$ cat config.mk
export PLATFORM = sky130hd
export DESIGN_NAME = ppac_ctrl
export DESIGN_NICKNAME = d
export VERILOG_FILES = /design/src/ppac_pkg.sv /design/src/ppac_presc_if.sv /design/src/ppac_ctrl.sv /design/src/ppac_prescaler.sv
export SDC_FILE = /design/constraint.sdc
export NUM_CORES = 1
export LEC_CHECK = 0
export BUFFER_PORTS_ARGS = -buffer_cell sky130_fd_sc_hd__buf_2
export CAP_MARGIN = 20
export CORE_MARGIN = 2
export CORE_UTILIZATION = 45
export CTS_BUF_LIST = sky130_fd_sc_hd__clkbuf_8 sky130_fd_sc_hd__clkbuf_16
export DETAILED_ROUTE_END_ITERATION = 8
export PLACE_DENSITY = 0.76
export RECOVER_POWER = 50
export SLEW_MARGIN = 10
export SYNTH_ARGS = -nofsm -noshare
export SYNTH_HDL_FRONTEND = slang
export SYNTH_SLANG_ARGS = --single-unit
$ cat constraint.sdc
create_clock -name clk_sys -period 2.7 [get_ports clk_sys]
set_input_delay 0.405 -clock clk_sys [delete_from_list [all_inputs] [get_ports clk_sys]]
set_output_delay 0.405 -clock clk_sys [all_outputs]
set_load 0.02 [all_outputs]
$ cat src/ppac_pkg.sv
// Constants and register layout for the prescale, align and join control
package ppac_pkg;

    // Register indices; byte address is four times the index
    localparam logic [5:0] IDX_CHAN_ENABLE  = 6'h00;
    localparam logic [5:0] IDX_POLARITY     = 6'h01;
    localparam logic [5:0] IDX_SCALED_SEL   = 6'h02;
    localparam logic [5:0] IDX_PRESCALE     = 6'h03;
    localparam logic [5:0] IDX_CENTER_ALIGN = 6'h04;
    localparam logic [5:0] IDX_MODULE_CTRL  = 6'h05;
    localparam logic [5:0] IDX_AB_SOURCE    = 6'h06;

    // Values after reset
    localparam logic [7:0] RST_REG8 = 8'h00;
    localparam logic [6:0] RST_CNT  = 7'h00;

    // Field positions in the prescale register
    localparam int PRE_A_LSB = 0;
    localparam int PRE_B_LSB = 4;
    localparam logic [7:0] PRE_MASK = 8'h77;

    // Field positions in the module control register
    localparam int CTL_JOIN_LSB    = 4;
    localparam int CTL_STOP_WAIT   = 3;
    localparam int CTL_STOP_FREEZE = 2;
    localparam logic [7:0] CTL_STOP_MASK = 8'h0c;

    // Largest prescale divisor is two to this power
    localparam int PRE_CNT_W = 7;

    // Channels whose A/B select bit reads zero for clock A
    localparam logic [7:0] AB_A_ON_ZERO = 8'h33;

endpackage : ppac_pkg

$ cat src/ppac_presc_if.sv
// Carrier between the control block and the prescaler
`timescale 1ns/1ps
interface ppac_presc_if;
    logic       run;
    logic [2:0] sel_a;
    logic [2:0] sel_b;
    logic       tick_a;
    logic       tick_b;

    modport ctrl  (output run, output sel_a, output sel_b,
                   input tick_a, input tick_b);
    modport presc (input run, input sel_a, input sel_b,
                   output tick_a, output tick_b);
endinterface : ppac_presc_if

$ cat src/ppac_ctrl.sv
// APB control block: prescale, alignment, pair join and stop controls
//
// Behaviour
// - Bits 6..4 of prescale register set clock B rate, for every channel.
// - Bits 2..0 of prescale register set clock A rate, for every channel.
// - Code n divides bus clock by two to the n, up to 128.
// - Prescale writes accepted anytime; a glitchy pulse may follow.
// - One alignment bit per channel; set means center, clear means left.
// - Bits of absent channels ignore writes and read zero.
// - Control bits 7..4 join pairs 6/7, 4/5, 2/3, 0/1 into 16 bits.
// - In a joined pair the even channel is the high byte.
// - Joined pair uses odd pin and odd clock, polarity, enable, align.
// - Join bits of absent pairs ignore writes and read zero.
// - Wait-stop bit set in wait mode gates the prescaler input clock.
// - Freeze-stop bit set in freeze mode gates prescaler; channels on clock A or B halt, scaled inputs pass.
// - Registers stay accessible in freeze; clock resumes on bit clear.
// - Each channel picks clock A, B, scaled A or scaled B.
// - Joined pair ignores even enable and keeps even output off.
//
// Design decision made here: the APB interface to the registers.
`timescale 1ns/1ps
module ppac_ctrl
    import ppac_pkg::*;
#(
    parameter int NUM_CH = 8
)(
    input  wire logic        clk_sys,
    input  wire logic        rst,
    input  wire logic        psel,
    input  wire logic        penable,
    input  wire logic        pwrite,
    input  wire logic [7:0]  paddr,
    input  wire logic [31:0] pwdata,
    output logic      [31:0] prdata,
    output logic             pready,
    output logic             pslverr,
    input  wire logic        wait_mode,
    input  wire logic        freeze_mode,
    input  wire logic        sa_tick,
    input  wire logic        sb_tick,
    output logic             clk_a_tick,
    output logic             clk_b_tick,
    output logic      [7:0]  chan_tick,
    output logic      [7:0]  chan_enable,
    output logic      [7:0]  chan_polarity,
    output logic      [7:0]  chan_center,
    output logic      [7:0]  chan_high_byte,
    output logic      [3:0]  join_pair
);

    ////////////////////////////////////////////////////////////////////////
    // Elaboration check and channel masks

    if (NUM_CH < 1 || NUM_CH > 8) begin : g_bad_num_ch
        $error("NUM_CH must be 1 to 8");
    end

    localparam logic [7:0] CH_MASK = 8'((9'h001 << NUM_CH) - 9'h001);

    // Pair k exists only when both of its channels exist
    localparam logic [7:0] JOIN_MASK = {CH_MASK[7], CH_MASK[5],
                                        CH_MASK[3], CH_MASK[1], 4'h0};

    localparam logic [7:0] CTL_MASK = JOIN_MASK | CTL_STOP_MASK;

    ////////////////////////////////////////////////////////////////////////
    // APB decode

    logic [5:0] idx;
    logic       wr_en;
    logic       mapped;

    // Index from the word address; upper byte lanes ignored
    function automatic logic is_mapped(input logic [5:0] i);
        return i <= IDX_AB_SOURCE;
    endfunction : is_mapped

    assign idx     = paddr[7:2];
    assign mapped  = is_mapped(idx);
    assign pready  = 1'b1;
    assign pslverr = psel & penable & ~mapped;
    assign wr_en   = psel & penable & pwrite & mapped;

    ////////////////////////////////////////////////////////////////////////
    // Register file

    logic [7:0] enable_r,  enable_nxt;
    logic [7:0] pol_r,     pol_nxt;
    logic [7:0] scaled_r,  scaled_nxt;
    logic [7:0] pre_r,     pre_nxt;
    logic [7:0] cae_r,     cae_nxt;
    logic [7:0] ctl_r,     ctl_nxt;
    logic [7:0] ab_r,      ab_nxt;

    // Next register values; absent bits never store
    always_comb begin
        enable_nxt = enable_r;
        pol_nxt    = pol_r;
        scaled_nxt = scaled_r;
        pre_nxt    = pre_r;
        cae_nxt    = cae_r;
        ctl_nxt    = ctl_r;
        ab_nxt     = ab_r;
        if (wr_en) begin
            case (idx)
                IDX_CHAN_ENABLE:  enable_nxt = pwdata[7:0] & CH_MASK;
                IDX_POLARITY:     pol_nxt    = pwdata[7:0] & CH_MASK;
                IDX_SCALED_SEL:   scaled_nxt = pwdata[7:0] & CH_MASK;
                IDX_PRESCALE:     pre_nxt    = pwdata[7:0] & PRE_MASK;
                IDX_CENTER_ALIGN: cae_nxt    = pwdata[7:0] & CH_MASK;
                IDX_MODULE_CTRL:  ctl_nxt    = pwdata[7:0] & CTL_MASK;
                IDX_AB_SOURCE:    ab_nxt     = pwdata[7:0] & CH_MASK;
                default: begin
                end
            endcase
        end
    end

    // Register the file
    always_ff @(posedge clk_sys) begin
        if (rst) begin
            enable_r <= RST_REG8;
            pol_r    <= RST_REG8;
            scaled_r <= RST_REG8;
            pre_r    <= RST_REG8;
            cae_r    <= RST_REG8;
            ctl_r    <= RST_REG8;
            ab_r     <= RST_REG8;
        end else begin
            enable_r <= enable_nxt;
            pol_r    <= pol_nxt;
            scaled_r <= scaled_nxt;
            pre_r    <= pre_nxt;
            cae_r    <= cae_nxt;
            ctl_r    <= ctl_nxt;
            ab_r     <= ab_nxt;
        end
    end

    // Read mux; registers readable in every mode
    // access kept during freeze
    always_comb begin
        prdata = 32'h0000_0000;
        if (psel && !pwrite) begin
            case (idx)
                IDX_CHAN_ENABLE:  prdata[7:0] = enable_r;
                IDX_POLARITY:     prdata[7:0] = pol_r;
                IDX_SCALED_SEL:   prdata[7:0] = scaled_r;
                IDX_PRESCALE:     prdata[7:0] = pre_r;
                IDX_CENTER_ALIGN: prdata[7:0] = cae_r;
                IDX_MODULE_CTRL:  prdata[7:0] = ctl_r;
                IDX_AB_SOURCE:    prdata[7:0] = ab_r;
                default:          prdata      = 32'h0000_0000;
            endcase
        end
    end

    ////////////////////////////////////////////////////////////////////////
    // Prescaler and low-power stop

    ppac_presc_if pif ();

    logic stop_wait;
    logic stop_frz;

    assign stop_wait = ctl_r[CTL_STOP_WAIT] & wait_mode;
    // resumes when bit or mode clears
    assign stop_frz  = ctl_r[CTL_STOP_FREEZE] & freeze_mode;
    assign pif.run   = ~(stop_wait | stop_frz);
    assign pif.sel_a = pre_r[PRE_A_LSB +: 3];
    assign pif.sel_b = pre_r[PRE_B_LSB +: 3];

    ppac_prescaler u_presc (
        .clk_sys (clk_sys),
        .rst     (rst),
        .pif     (pif)
    );

    assign clk_a_tick = pif.tick_a;
    assign clk_b_tick = pif.tick_b;

    ////////////////////////////////////////////////////////////////////////
    // Per-channel source, join and output controls

    assign join_pair = ctl_r[CTL_JOIN_LSB +: 4];

    // Clock A when the select bit differs from the group's zero sense
    function automatic logic picks_a(input logic ab, input int ch);
        return ab ^ AB_A_ON_ZERO[ch];
    endfunction : picks_a

    for (genvar c = 0; c < 8; c++) begin : g_ch
        localparam int ODD = c | 1;
        logic use_a;
        logic src;
        logic joined;
        assign joined = join_pair[c/2];
        assign use_a = picks_a(ab_r[ODD], ODD);
        assign src   = scaled_r[ODD] ? (use_a ? sa_tick : sb_tick)
                                     : (use_a ? pif.tick_a : pif.tick_b);
        if (c % 2 == 0) begin : g_even
            assign chan_tick[c]      = CH_MASK[c] & (joined ? 1'b0 :
                                       (scaled_r[c] ?
                                       (picks_a(ab_r[c], c) ?
                                        sa_tick : sb_tick) :
                                       (picks_a(ab_r[c], c) ?
                                        pif.tick_a : pif.tick_b)));
            assign chan_enable[c]    = enable_r[c] & ~joined;
            assign chan_polarity[c]  = joined ? pol_r[ODD] : pol_r[c];
            assign chan_center[c]    = joined ? cae_r[ODD] : cae_r[c];
            assign chan_high_byte[c] = joined;
        end else begin : g_odd
            assign chan_tick[c]      = CH_MASK[c] & src;
            assign chan_enable[c]    = enable_r[c];
            assign chan_polarity[c]  = pol_r[c];
            assign chan_center[c]    = cae_r[c];
            assign chan_high_byte[c] = 1'b0;
        end
    end

    ////////////////////////////////////////////////////////////////////////
    // Checks

    a_wait_gate: assert property (@(posedge clk_sys) disable iff (rst)
        wait_mode && ctl_r[CTL_STOP_WAIT] |-> !clk_a_tick && !clk_b_tick)
        else $error("prescaler ran while stopped in wait");
    a_freeze_gate: assert property (@(posedge clk_sys) disable iff (rst)
        freeze_mode && ctl_r[CTL_STOP_FREEZE] |-> chan_tick == 8'h00)
        else $error("channel clocks ran in freeze stop");
    a_prescale_write: assert property (@(posedge clk_sys) disable iff (rst)
        wr_en && idx == IDX_PRESCALE |=> pre_r == ($past(pwdata[7:0]) & 8'h77))
        else $error("prescale write not stored");
    a_align_absent: assert property (@(posedge clk_sys) disable iff (rst)
        wr_en && idx == IDX_CENTER_ALIGN
        |=> cae_r == ($past(pwdata[7:0]) & CH_MASK))
        else $error("alignment write mishandled");
    a_join_even_off: assert property (@(posedge clk_sys) disable iff (rst)
        join_pair[0] |-> !chan_enable[0] && chan_tick[0] == 1'b0)
        else $error("even half of joined pair active");
    a_join_align: assert property (@(posedge clk_sys) disable iff (rst)
        join_pair[1] |-> chan_center[2] == cae_r[3]
                      && chan_polarity[2] == pol_r[3])
        else $error("joined pair not steered by odd channel");
    a_join_stores: assert property (@(posedge clk_sys) disable iff (rst)
        wr_en && idx == IDX_MODULE_CTRL
        |=> join_pair == ($past(pwdata[7:4]) & JOIN_MASK[7:4]))
        else $error("join bits not stored as written");

endmodule : ppac_ctrl

$ cat src/ppac_prescaler.sv
// Free-running prescaler producing clock A and clock B enable pulses
`timescale 1ns/1ps
module ppac_prescaler
    import ppac_pkg::*;
(
    input  wire logic clk_sys,
    input  wire logic rst,
    ppac_presc_if.presc pif
);

    logic [PRE_CNT_W-1:0] cnt_r;
    logic [PRE_CNT_W-1:0] cnt_nxt;

    // Low bits all ones means the divided period ends this cycle
    function automatic logic tick_of(input logic [PRE_CNT_W-1:0] c,
                                     input logic [2:0] sel);
        logic [PRE_CNT_W-1:0] m;
        m = PRE_CNT_W'((8'h01 << sel) - 8'h01);
        return (c & m) == m;
    endfunction : tick_of

    // Counter advances only while the input clock is not stopped
    always_comb begin
        cnt_nxt = cnt_r;
        if (pif.run) begin
            cnt_nxt = cnt_r + PRE_CNT_W'(1);
        end
    end

    // Register the counter
    always_ff @(posedge clk_sys) begin
        if (rst) begin
            cnt_r <= RST_CNT;
        end else begin
            cnt_r <= cnt_nxt;
        end
    end

    assign pif.tick_a = pif.run & tick_of(cnt_r, pif.sel_a);
    assign pif.tick_b = pif.run & tick_of(cnt_r, pif.sel_b);

    // Stopped input clock yields no pulses
    a_stop_no_tick: assert property (@(posedge clk_sys) disable iff (rst)
        !pif.run |-> !pif.tick_a && !pif.tick_b)
        else $error("prescaler pulsed while stopped");
    // Code zero gives the undivided clock
    a_code0_every: assert property (@(posedge clk_sys) disable iff (rst)
        pif.run && pif.sel_a == 3'h0 |-> pif.tick_a)
        else $error("code zero did not pulse every cycle");
    // Code one pulses every second running cycle
    a_code1_spacing: assert property (@(posedge clk_sys) disable iff (rst)
        pif.run && pif.sel_b == 3'h1 && pif.tick_b
        ##1 pif.run && pif.sel_b == 3'h1 |-> !pif.tick_b)
        else $error("divide by two pulsed twice in a row");

endmodule : ppac_prescaler

==> results of run 1 <==
-- state kept, by name (all words and copies together), names as in the netlist --
| name | cells |
|---|---|
| scaled_r | 8 |
| pre_r | 6 |
| ab_r | 8 |
| cae_r | 8 |
| enable_r | 8 |
| pol_r | 8 |
| u_presc.cnt_r | 7 |
| ctl_r | 6 |
-- worst min-delay path by stage --
stage	slack [ps]	to
6_report	400	scaled_r[3]
5_1_grt	410	ctl_r[7]
4_1_cts	380	enable_r[3]
3_5_place_dp	500	u_presc.cnt_r[6]
3_3_place_gp	490	u_presc.cnt_r[6]
2_1_floorplan	460	u_presc.cnt_r[6]
-- final cells by class --
class / count / area [um2] / share of cell area (%)
clock inverters: 7 / 116.4 / 2.947
multi-input cells: 291 / 1957 / 49.56
inverters: 1 / 3.754 / 0.09506
flip-flops and latches: 59 / 1184 / 29.97
well taps: 102 / 127.6 / 3.232
repair buffers: 89 / 436.7 / 11.06
clock buffers: 9 / 123.9 / 3.137
-- power by group --
group          leakage, nW  switching [mW]  internal [mW]  total [mW]
Clock                0.119           0.365          0.611       0.976
Combinational        0.832          0.0929         0.0283       0.121
Sequential           0.476         0.00795          0.875       0.883
-- worst max-delay path, stage by stage, from the launching register on --
cell and delay [ps]:
dfxtp_1 330, a22oi_2 230, inv_1 130, a2111oi_4 430, buf_4 220, a221oi_1 90, a211oi_1 200, buf_2 210
-- layer usage --
layer | up-vias | GRT usage [%]
met1 | 1419 | 27.48
li1 | 1438 | -
met4 | 0 | 7.214
met5 | - | 0
met3 | 12 | 4.068
met2 | 112 | 36.74
-- synthesized netlist by cell type (2+ instances only) --
| master | instances | area share, % |
|---|---|---|
| nor2_1 | 69 | 7.3 |
| dfxtp_1 | 59 | 33 |
| mux2i_1 | 57 | 16 |
| buf_4 | 54 | 11 |
| a22oi_1 | 24 | 5.1 |
| nand2_1 | 13 | 1.4 |
| a31oi_1 | 9 | 1.6 |
| clkbuf_1 | 9 | 0.96 |
| mux2_2 | 8 | 2.6 |
| nor2b_1 | 8 | 1.4 |
| a21oi_1 | 6 | 0.85 |
| nand2b_1 | 6 | 1.1 |
| nand3b_1 | 6 | 1.3 |
| a221oi_1 | 5 | 1.2 |
| a21boi_0 | 4 | 0.85 |
| and3_1 | 4 | 0.71 |
| nor3_4 | 4 | 1.8 |
| and2_1 | 3 | 0.53 |
| buf_2 | 3 | 0.43 |
| buf_6 | 3 | 0.96 |
| o21a_1 | 3 | 0.64 |
| xor2_1 | 3 | 0.74 |
| a211oi_1 | 2 | 0.43 |
| a222oi_1 | 2 | 0.57 |
| a32o_1 | 2 | 0.57 |
| conb_1 | 2 | 0.21 |
| nand4_1 | 2 | 0.35 |
| nor2_2 | 2 | 0.35 |
| nor3_1 | 2 | 0.28 |
| or3_1 | 2 | 0.35 |
| xnor2_1 | 2 | 0.50 |
-- cell families (layout without fill, tap and decap cells) --
family	after synthesis	in the layout	synth area share, %
muxes	65	65	18.72
other	2	29	0.2128
adders and majority gates	1	1	0.3546
AOI/OAI and AO/OA	65	65	13.86
and+or+nand+nor	126	126	18.19
buffers and inverters	70	106	13.94
xor gates and xnor gates	5	5	1.241
DFF	59	59	33.48
-- repair_timing --
action | CTS | global route
gates resized for setup | 1 | 3
pin swaps | 1 | 2
gates cloned | 0 | 0
setup buffers | 0 | 2
endpoints found under the setup margin | 3 | 6
-- per-stage QoR --
step,total power [mW],setup WS [ps],instance area [um2],hold slack [ps]
floorplan,1.012,193.4,3630,460.9
global placement,1.020,155.3,3740,487.3
detailed placement,1.023,134.9,3740,498.6
CTS,1.987,21.18,3993,383.2
global route,2.046,9.324,3949,413.5
finish,1.980,117.8,3949,398.0
==> flow_summary.yaml, run 1 <==
synth:
  yosys_warnings: 0
  syn-cell-area_um2: 3528
  yosysUniqueCellTypes: 46
  synth-seq-cells: 59
  synth-seq-area-share_pct: 33.48
  synthCells: 393
  avgSynthCellArea_um2: 8.978
  synth-edff-count: 0
  synthFlopType: "dfxtp_1"
  async_flop_share_pct: 0
critical_path:
  arrival_ps: 2180
  crit_type: "reg -> out"
  path_max_fanout: 6
  r2r-end: "u_presc.cnt_r[5]"
  end_kind: "primary output"
  endpoint: "chan_tick[6]"
  cp_data_required_time_ps: 2300
  r2r_setup_slack_ps: 1220
  startpoint_type: "flop"
  r2r_cells: 6
  r2r_start: "ctl_r[3]"
  startpoint: "ctl_r[3]"
die:
  rows: 32
  dieArea_um2: 8566
  io_pins: 129
  die_w_um: 92.55
  die_y_um: 92.55
  core_region_area_um2: 7647
  start_util_pct: 46.14
sta:
  rsz0062_at_grt: "false"
  setup_tns_ps: 0
  fin_crit_ps: 2582
  fin_skew_ps: 2.626
  relSlewSlack_pct: 22.86
  setup_viol: 0
  worst_pin_slew_ps: 1157
  hold_viol_final: 0
  fin_crit_sh_pct: 95.64
  fmax_mhz: 387.3
  finalMaxSlewViolations: 0
placed_design:
  dpl.hpwl_um: 6518
  portBuffers: 73
  gp_congestion: 0.8650
  place_inst: 540
power_and_ir_drop:
  power.leakage_nw: 1.427
  peakVddDrop_mv: 0.3546
  p_per_area_nw_per_um2: 501.3
worst_hold_path:
  hp-class: "in -> reg"
  holdCritStartpoint: "pwdata[3]"
  min_path_cells: 3
clocking:
  root_buffer: "clkbuf_8"
  cts.sinks: 59
  htreeDepth: 3
  clockBufferDepth: 2
  tritoncts: "yes"
  numCtsBuffers: 9
  clk_latency_ps: 340
  path_clk_slew_ps: 70
  cts_hold_buffers: 0
flow_run:
  max_cap_violations: 0
final_layout:
  mostFrequentLayoutCell: "nor2_1"
  final_cell_mix: "nor2_1, mux2i_1, dfxtp_1"
  fin_util_pct: 51.64
  fin_nets: 501
  antenna_cells: 0
  final_layout_size_suffix_gt1_share_pct: 19.74
  n_fill_cell: 743
  finalNonFillerCells: 558
  syn_to_final_growth_pct: 11.91
detailed_routing:
  postRouteAntennaNets: 0
  wl_met2_um: 4418
  top_layer: "met4"
  first_iter_violations: 154
  wl_um: 8918
  vias_per_cell: 5.342
  drc_errors: 0
  wl_per_cell_um: 15.98
  wl_met3_um: 554
  dr_total_vias: 2981
  firstDrtPassIters: 5
  wl_met1_um: 3839
grt:
  antenna_found_initial: 0
  grt_use_total_pct: 21.60
  grt_pass1_vias: 2817
  grt_pass1_wl_um: 14480
  grt_max_degree: 60
  grt_overflow: 0
outcome:
  status: "finished clean"
Note: power is estimated with default switching activity, not from simulation.
==> run 2: changes to the inputs <==
PLACE_DENSITY = unset   (was 0.76)
PLACE_DENSITY_LB_ADDON = 0.08   (was unset)
clock period = 3.2 ns   (was 2.7 ns; I/O delays follow)
==> run 2 against run 1 <==
  * The flow now finishes with violations (capacitance limit, slew limit)
  * Clock-buffer cell count stayed put
  * Highest routed layer unchanged
  * Power decreased by 27%
  * Final cell count shrank 2.0%
  * Register-to-register slack gained 390 ps
  * Core utilization shrank 2.0 points
  * Worst hold slack better by 65 ps
  * Global-route usage grew 0.43 points
  * Non-clock buffer count is 11 lower
==> flow_summary.yaml, run 2 (synthesis gave the netlist of run 1 again) <==
sta:
  worst_pin_slew_ps: 1601
  setup_viol: 0
  setup_tns_ps: 0
  hold_viol_final: 0
  relSlewSlack_pct: -7.586
  finalMaxSlewViolations: 9
  fin_crit_ps: 2812
  fin_skew_ps: 8.286
  fin_crit_sh_pct: 87.87
  fmax_mhz: 355.6
  rsz0062_at_grt: "false"
final_layout:
  n_fill_cell: 763
  antenna_cells: 0
  fin_nets: 490
  syn_to_final_growth_pct: 7.482
  fin_util_pct: 49.59
  final_layout_size_suffix_gt1_share_pct: 16.85
  final_cell_mix: "nor2_1, dfxtp_1, mux2i_1"
  mostFrequentLayoutCell: "nor2_1"
clocking:
  clk_latency_ps: 350
  post-cts-setup-buffers: 0
  cts.sinks: 59
  tritoncts: "yes"
  path_clk_slew_ps: 70
  clockBufferDepth: 2
  root_buffer: "clkbuf_8"
  postCtsResizedCells: 0
  cts_hold_buffers: 0
  numCtsBuffers: 9
  htreeDepth: 3
detailed_routing:
  postRouteAntennaNets: 0
  firstDrtPassIters: 4
  drc_errors: 0
  first_iter_violations: 125
  wl_met2_um: 4279
  dr_total_vias: 2908
  wl_met1_um: 4212
  wl_um: 9170
  wl_per_cell_um: 16.76
  vias_per_cell: 5.316
  top_layer: "met4"
  wl_met3_um: 565
grt:
  antenna_found_initial: 0
  grt_use_total_pct: 22.03
  grt_max_degree: 60
  grt_pass1_wl_um: 14570
  grt_pass1_vias: 2774
  grt_overflow: 0
critical_path:
  startpoint_type: "flop"
  arrival_ps: 2330
  cp_data_required_time_ps: 2720
  crit_type: "reg -> out"
  path_max_fanout: 7
  end_kind: "primary output"
die:
  io_pins: 129
  die_y_um: 92.55
  die_w_um: 92.55
  start_util_pct: 46.14
  core_region_area_um2: 7647
  rows: 32
  dieArea_um2: 8566
power_and_ir_drop:
  p_int_mw: 1.040
  peakVddDrop_mv: 0.1727
  p_per_area_nw_per_um2: 380.1
  p_switching_mw: 0.4019
  power.leakage_nw: 1.346
  p_comb_share_pct: 7.3
  seqPwrFrac_pct: 51.6
  p_total_mw: 1.442
  clkPwrFrac_pct: 41.1
  p_sw_share_pct: 27.88
placed_design:
  portBuffers: 73
  dpl.hpwl_um: 6531
  gp_congestion: 0.7889
outcome:
  status: "finished, violations left"
  violations: "capacitance limit, slew limit"
flow_run:
  max_cap_violations: 1
worst_hold_path:
  hp-class: "in -> reg"
## run 2: path summary, 6_finish.rpt
check | start | slack, ps | end | cells past startpoint
setup / recovery | ctl_r[3] | 390 | chan_tick[1] | 6
hold / removal | pwdata[3] | 460 | cae_r[3] | 3
setup reg to reg | ctl_r[3] | 1610 | u_presc.cnt_r[6] | 4
hold reg to reg | enable_r[1] | 530 | enable_r[1] | 2
## run 2: cell type report
type	count	area (um2)	area share (%)
Clock buffer	9	123.9	3.266
Clock inverter	7	47.55	1.254
Inverter	1	3.754	0.09898
Multi-Input combinational cell	291	1934	51.01
Sequential cell	59	1181	31.14
Tap cell	102	127.6	3.365
Timing Repair Buffer	78	374.1	9.865
## run 2: stage by stage
stage	setup WS (ps)	cell area (um2)	instances	hold WS [ps]
4_1_cts	392.2	3836	546	448.1
2_1_floorplan	543.4	3630	420	460.9
6_report	388.1	3792	547	463.3
5_1_grt	211.2	3792	547	489.7
3_3_place_gp	393.7	3665	530	489.9
3_5_place_dp	394.8	3665	530	509.3
## run 2: routing by layer
metal | global-route usage [%] | vias to the layer above
li1 | - | 1412
met1 | 29.41 | 1390
met2 | 34.73 | 94
met3 | 4.882 | 12
met4 | 8.333 | 0
met5 | 0 | -
## run 2: power by group through the flow
stage	Clock, mW	Sequential, mW	Combinational [mW]
detailed placement	0	0.761	0.103
CTS	0.606	0.744	0.103
floorplan	0	0.758	0.0962
global placement	0	0.761	0.102
finish	0.592	0.744	0.105
global route	0.635	0.745	0.115
## run 2: worst max-delay path, stage by stage (launching register included)
cell	delay [ps]
dfxtp_1	330
a22oi_2	440
nand2_1	180
nor2_1	440
nand3b_1	150
a31oi_1	230
buf_2	200
==> run 3: changes to the inputs <==
clock period = 2.79 ns   (was 3.2 ns; I/O delays follow)
==> run 3 against run 2 <==
  * The flow now finishes without violations
  * Sequential share of layout area decreased by 1.2 points
  * Worst hold slack got worse by 51 ps
  * Critical endpoint is now chan_tick[6]
  * Register-to-register slack got worse by 630 ps
  * Largest power group is now the clock network
  * Flip-flop and latch count unchanged
  * Highest routed layer unchanged
  * Non-clock buffer count increased by 13
  * First-iteration DRC count increased by 22%
  * Clock skew decreased by 1.1 ps
  * Core utilization increased by 2.0 points
  * Setup slack got worse by 310 ps
==> flow_summary.yaml, run 3 (synthesis gave the netlist of run 1 again) <==
die:
  rows: 32
  start_util_pct: 46.14
  die_y_um: 92.55
  core_region_area_um2: 7647
  dieArea_um2: 8566
  io_pins: 129
  die_w_um: 92.55
power_and_ir_drop:
  peakVddDrop_mv: 0.3020
  p_switching_mw: 0.4873
  p_per_area_nw_per_um2: 474.1
  p_sw_share_pct: 26.07
  seqPwrFrac_pct: 45.6
  p_int_mw: 1.382
  p_comb_share_pct: 6.5
  power.leakage_nw: 1.426
  clkPwrFrac_pct: 47.9
detailed_routing:
  wl_per_cell_um: 16.59
  postRouteAntennaNets: 0
  dr_total_vias: 2936
  wl_um: 9292
  vias_per_cell: 5.243
  firstDrtPassIters: 4
  first_iter_violations: 153
  drc_errors: 0
critical_path:
  r2r_setup_slack_ps: 980
  startpoint_type: "flop"
  r2r_start: "ctl_r[3]"
  arrival_ps: 2300
  r2r_cells: 6
  end_kind: "primary output"
  cp_data_required_time_ps: 2370
  r2r-end: "u_presc.cnt_r[6]"
  path_max_fanout: 6
  crit_type: "reg -> out"
worst_hold_path:
  hold_end: "cae_r[3]"
  hp-class: "in -> reg"
  min_path_cells: 3
  holdCritStartpoint: "pwdata[3]"
final_layout:
  final_cell_mix: "nor2_1, dfxtp_1, mux2i_1"
  fin_util_pct: 51.57
  final_layout_size_suffix_gt1_share_pct: 19.65
  final_cell_area_um2: 3944
  fin_nets: 503
  antenna_cells: 0
  multi_input_area_um2: 1957
  n_fill_cell: 785
  register_area_um2: 1181
  mostFrequentLayoutCell: "nor2_1"
  syn_to_final_growth_pct: 11.77
  finalNonFillerCells: 560
sta:
  setup_viol: 0
  hold_viol_final: 0
  fin_crit_sh_pct: 97.28
  finalMaxSlewViolations: 0
  worst_pin_slew_ps: 1425
  fin_skew_ps: 7.192
  fmax_mhz: 368.5
  relSlewSlack_pct: 4.268
  fin_crit_ps: 2714
  setup_tns_ps: 0
clocking:
  clockBufferDepth: 2
  cts.sinks: 59
  htreeDepth: 3
  numCtsBuffers: 9
  tritoncts: "yes"
  path_clk_slew_ps: 80
  clk_latency_ps: 340
  root_buffer: "clkbuf_8"
grt:
  grt_overflow: 0
  grt_pass1_wl_um: 14990
  grt_pass1_vias: 2843
  grt_max_degree: 27
  antenna_found_initial: 0
  grt_use_total_pct: 22.56
placed_design:
  place_inst: 543
  portBuffers: 73
  dpl.hpwl_um: 6802
  placed_area_um2: 3762
  gp_congestion: 0.7997
flow_run:
  max_cap_violations: 0
outcome:
  status: "finished clean"
run 3: cell types whose count changed in the layout (fill, tap and decap cells not counted), moves of 2 or more:
cell | before | now
bufinv_16 | 0 | 2
inv_1 | 3 | 1
clkbuf_1 | 33 | 35
buf_4 | 4 | 14
run 3: critical path, stage by stage (launching register included):
cell       delay, ps
dfxtp_1          330
a22oi_2          300
inv_1            130
a2111oi_4        400
buf_4            210
a221oi_1          80
a211oi_1         280
buf_2            220
run 3: final cells by class:
| cell class | instances | share of cell area [%] |
|---|---|---|
| clock buffer | 9 | 3.141 |
| tap | 102 | 3.236 |
| timing repair buffer | 91 | 11.39 |
| sequential | 59 | 29.95 |
| multi-input combinational | 291 | 49.62 |
| clock inverter | 7 | 2.570 |
| inverter | 1 | 0.09518 |
run 3: worst max path at each step:
stage,cells after the start,endpoint,from
after floorplan,5,chan_tick[2],wait_mode
after detailed placement,7,prdata[4],paddr[5]
after CTS,7,chan_tick[6],u_presc.cnt_r[2]
after global routing,7,chan_tick[6],ctl_r[3]
final,7,chan_tick[6],ctl_r[3]
after global placement,7,prdata[4],paddr[5]
run 3: power groups by stage:
| stage | Clock (mW) | Combinational (mW) | Sequential (mW) |
|---|---|---|---|
| floorplan | 0 | 0.110 | 0.869 |
| detailed placement | 0 | 0.122 | 0.872 |
| CTS | 0.909 | 0.122 | 0.853 |
| global route | 0.940 | 0.134 | 0.854 |
| global placement | 0 | 0.120 | 0.872 |
| finish | 0.895 | 0.122 | 0.853 |
run 3: per-layer routing:
metal  GRT usage, %  share of wire [%]
met1          30.42                 48
met2          36.44                 46
met3          5.289                4.6
met4          5.597               0.84
met5              0                  0
run 3: per-stage QoR:
step,hold WS [ps],power [mW],setup slack [ps]
floorplan,460.9,0.9793,256.4
detailed placement,509.0,0.9943,137.2
global route,426.5,1.928,-17.84
CTS,398.0,1.884,64.48
finish,412.8,1.870,75.93
global placement,491.4,0.9922,130.9
run 3: what timing repair did:
item,4_1_cts,5_1_grt
hold buffers,0,0
setup endpoints to repair,0,2
gates resized for setup,0,2
setup buffers,0,1
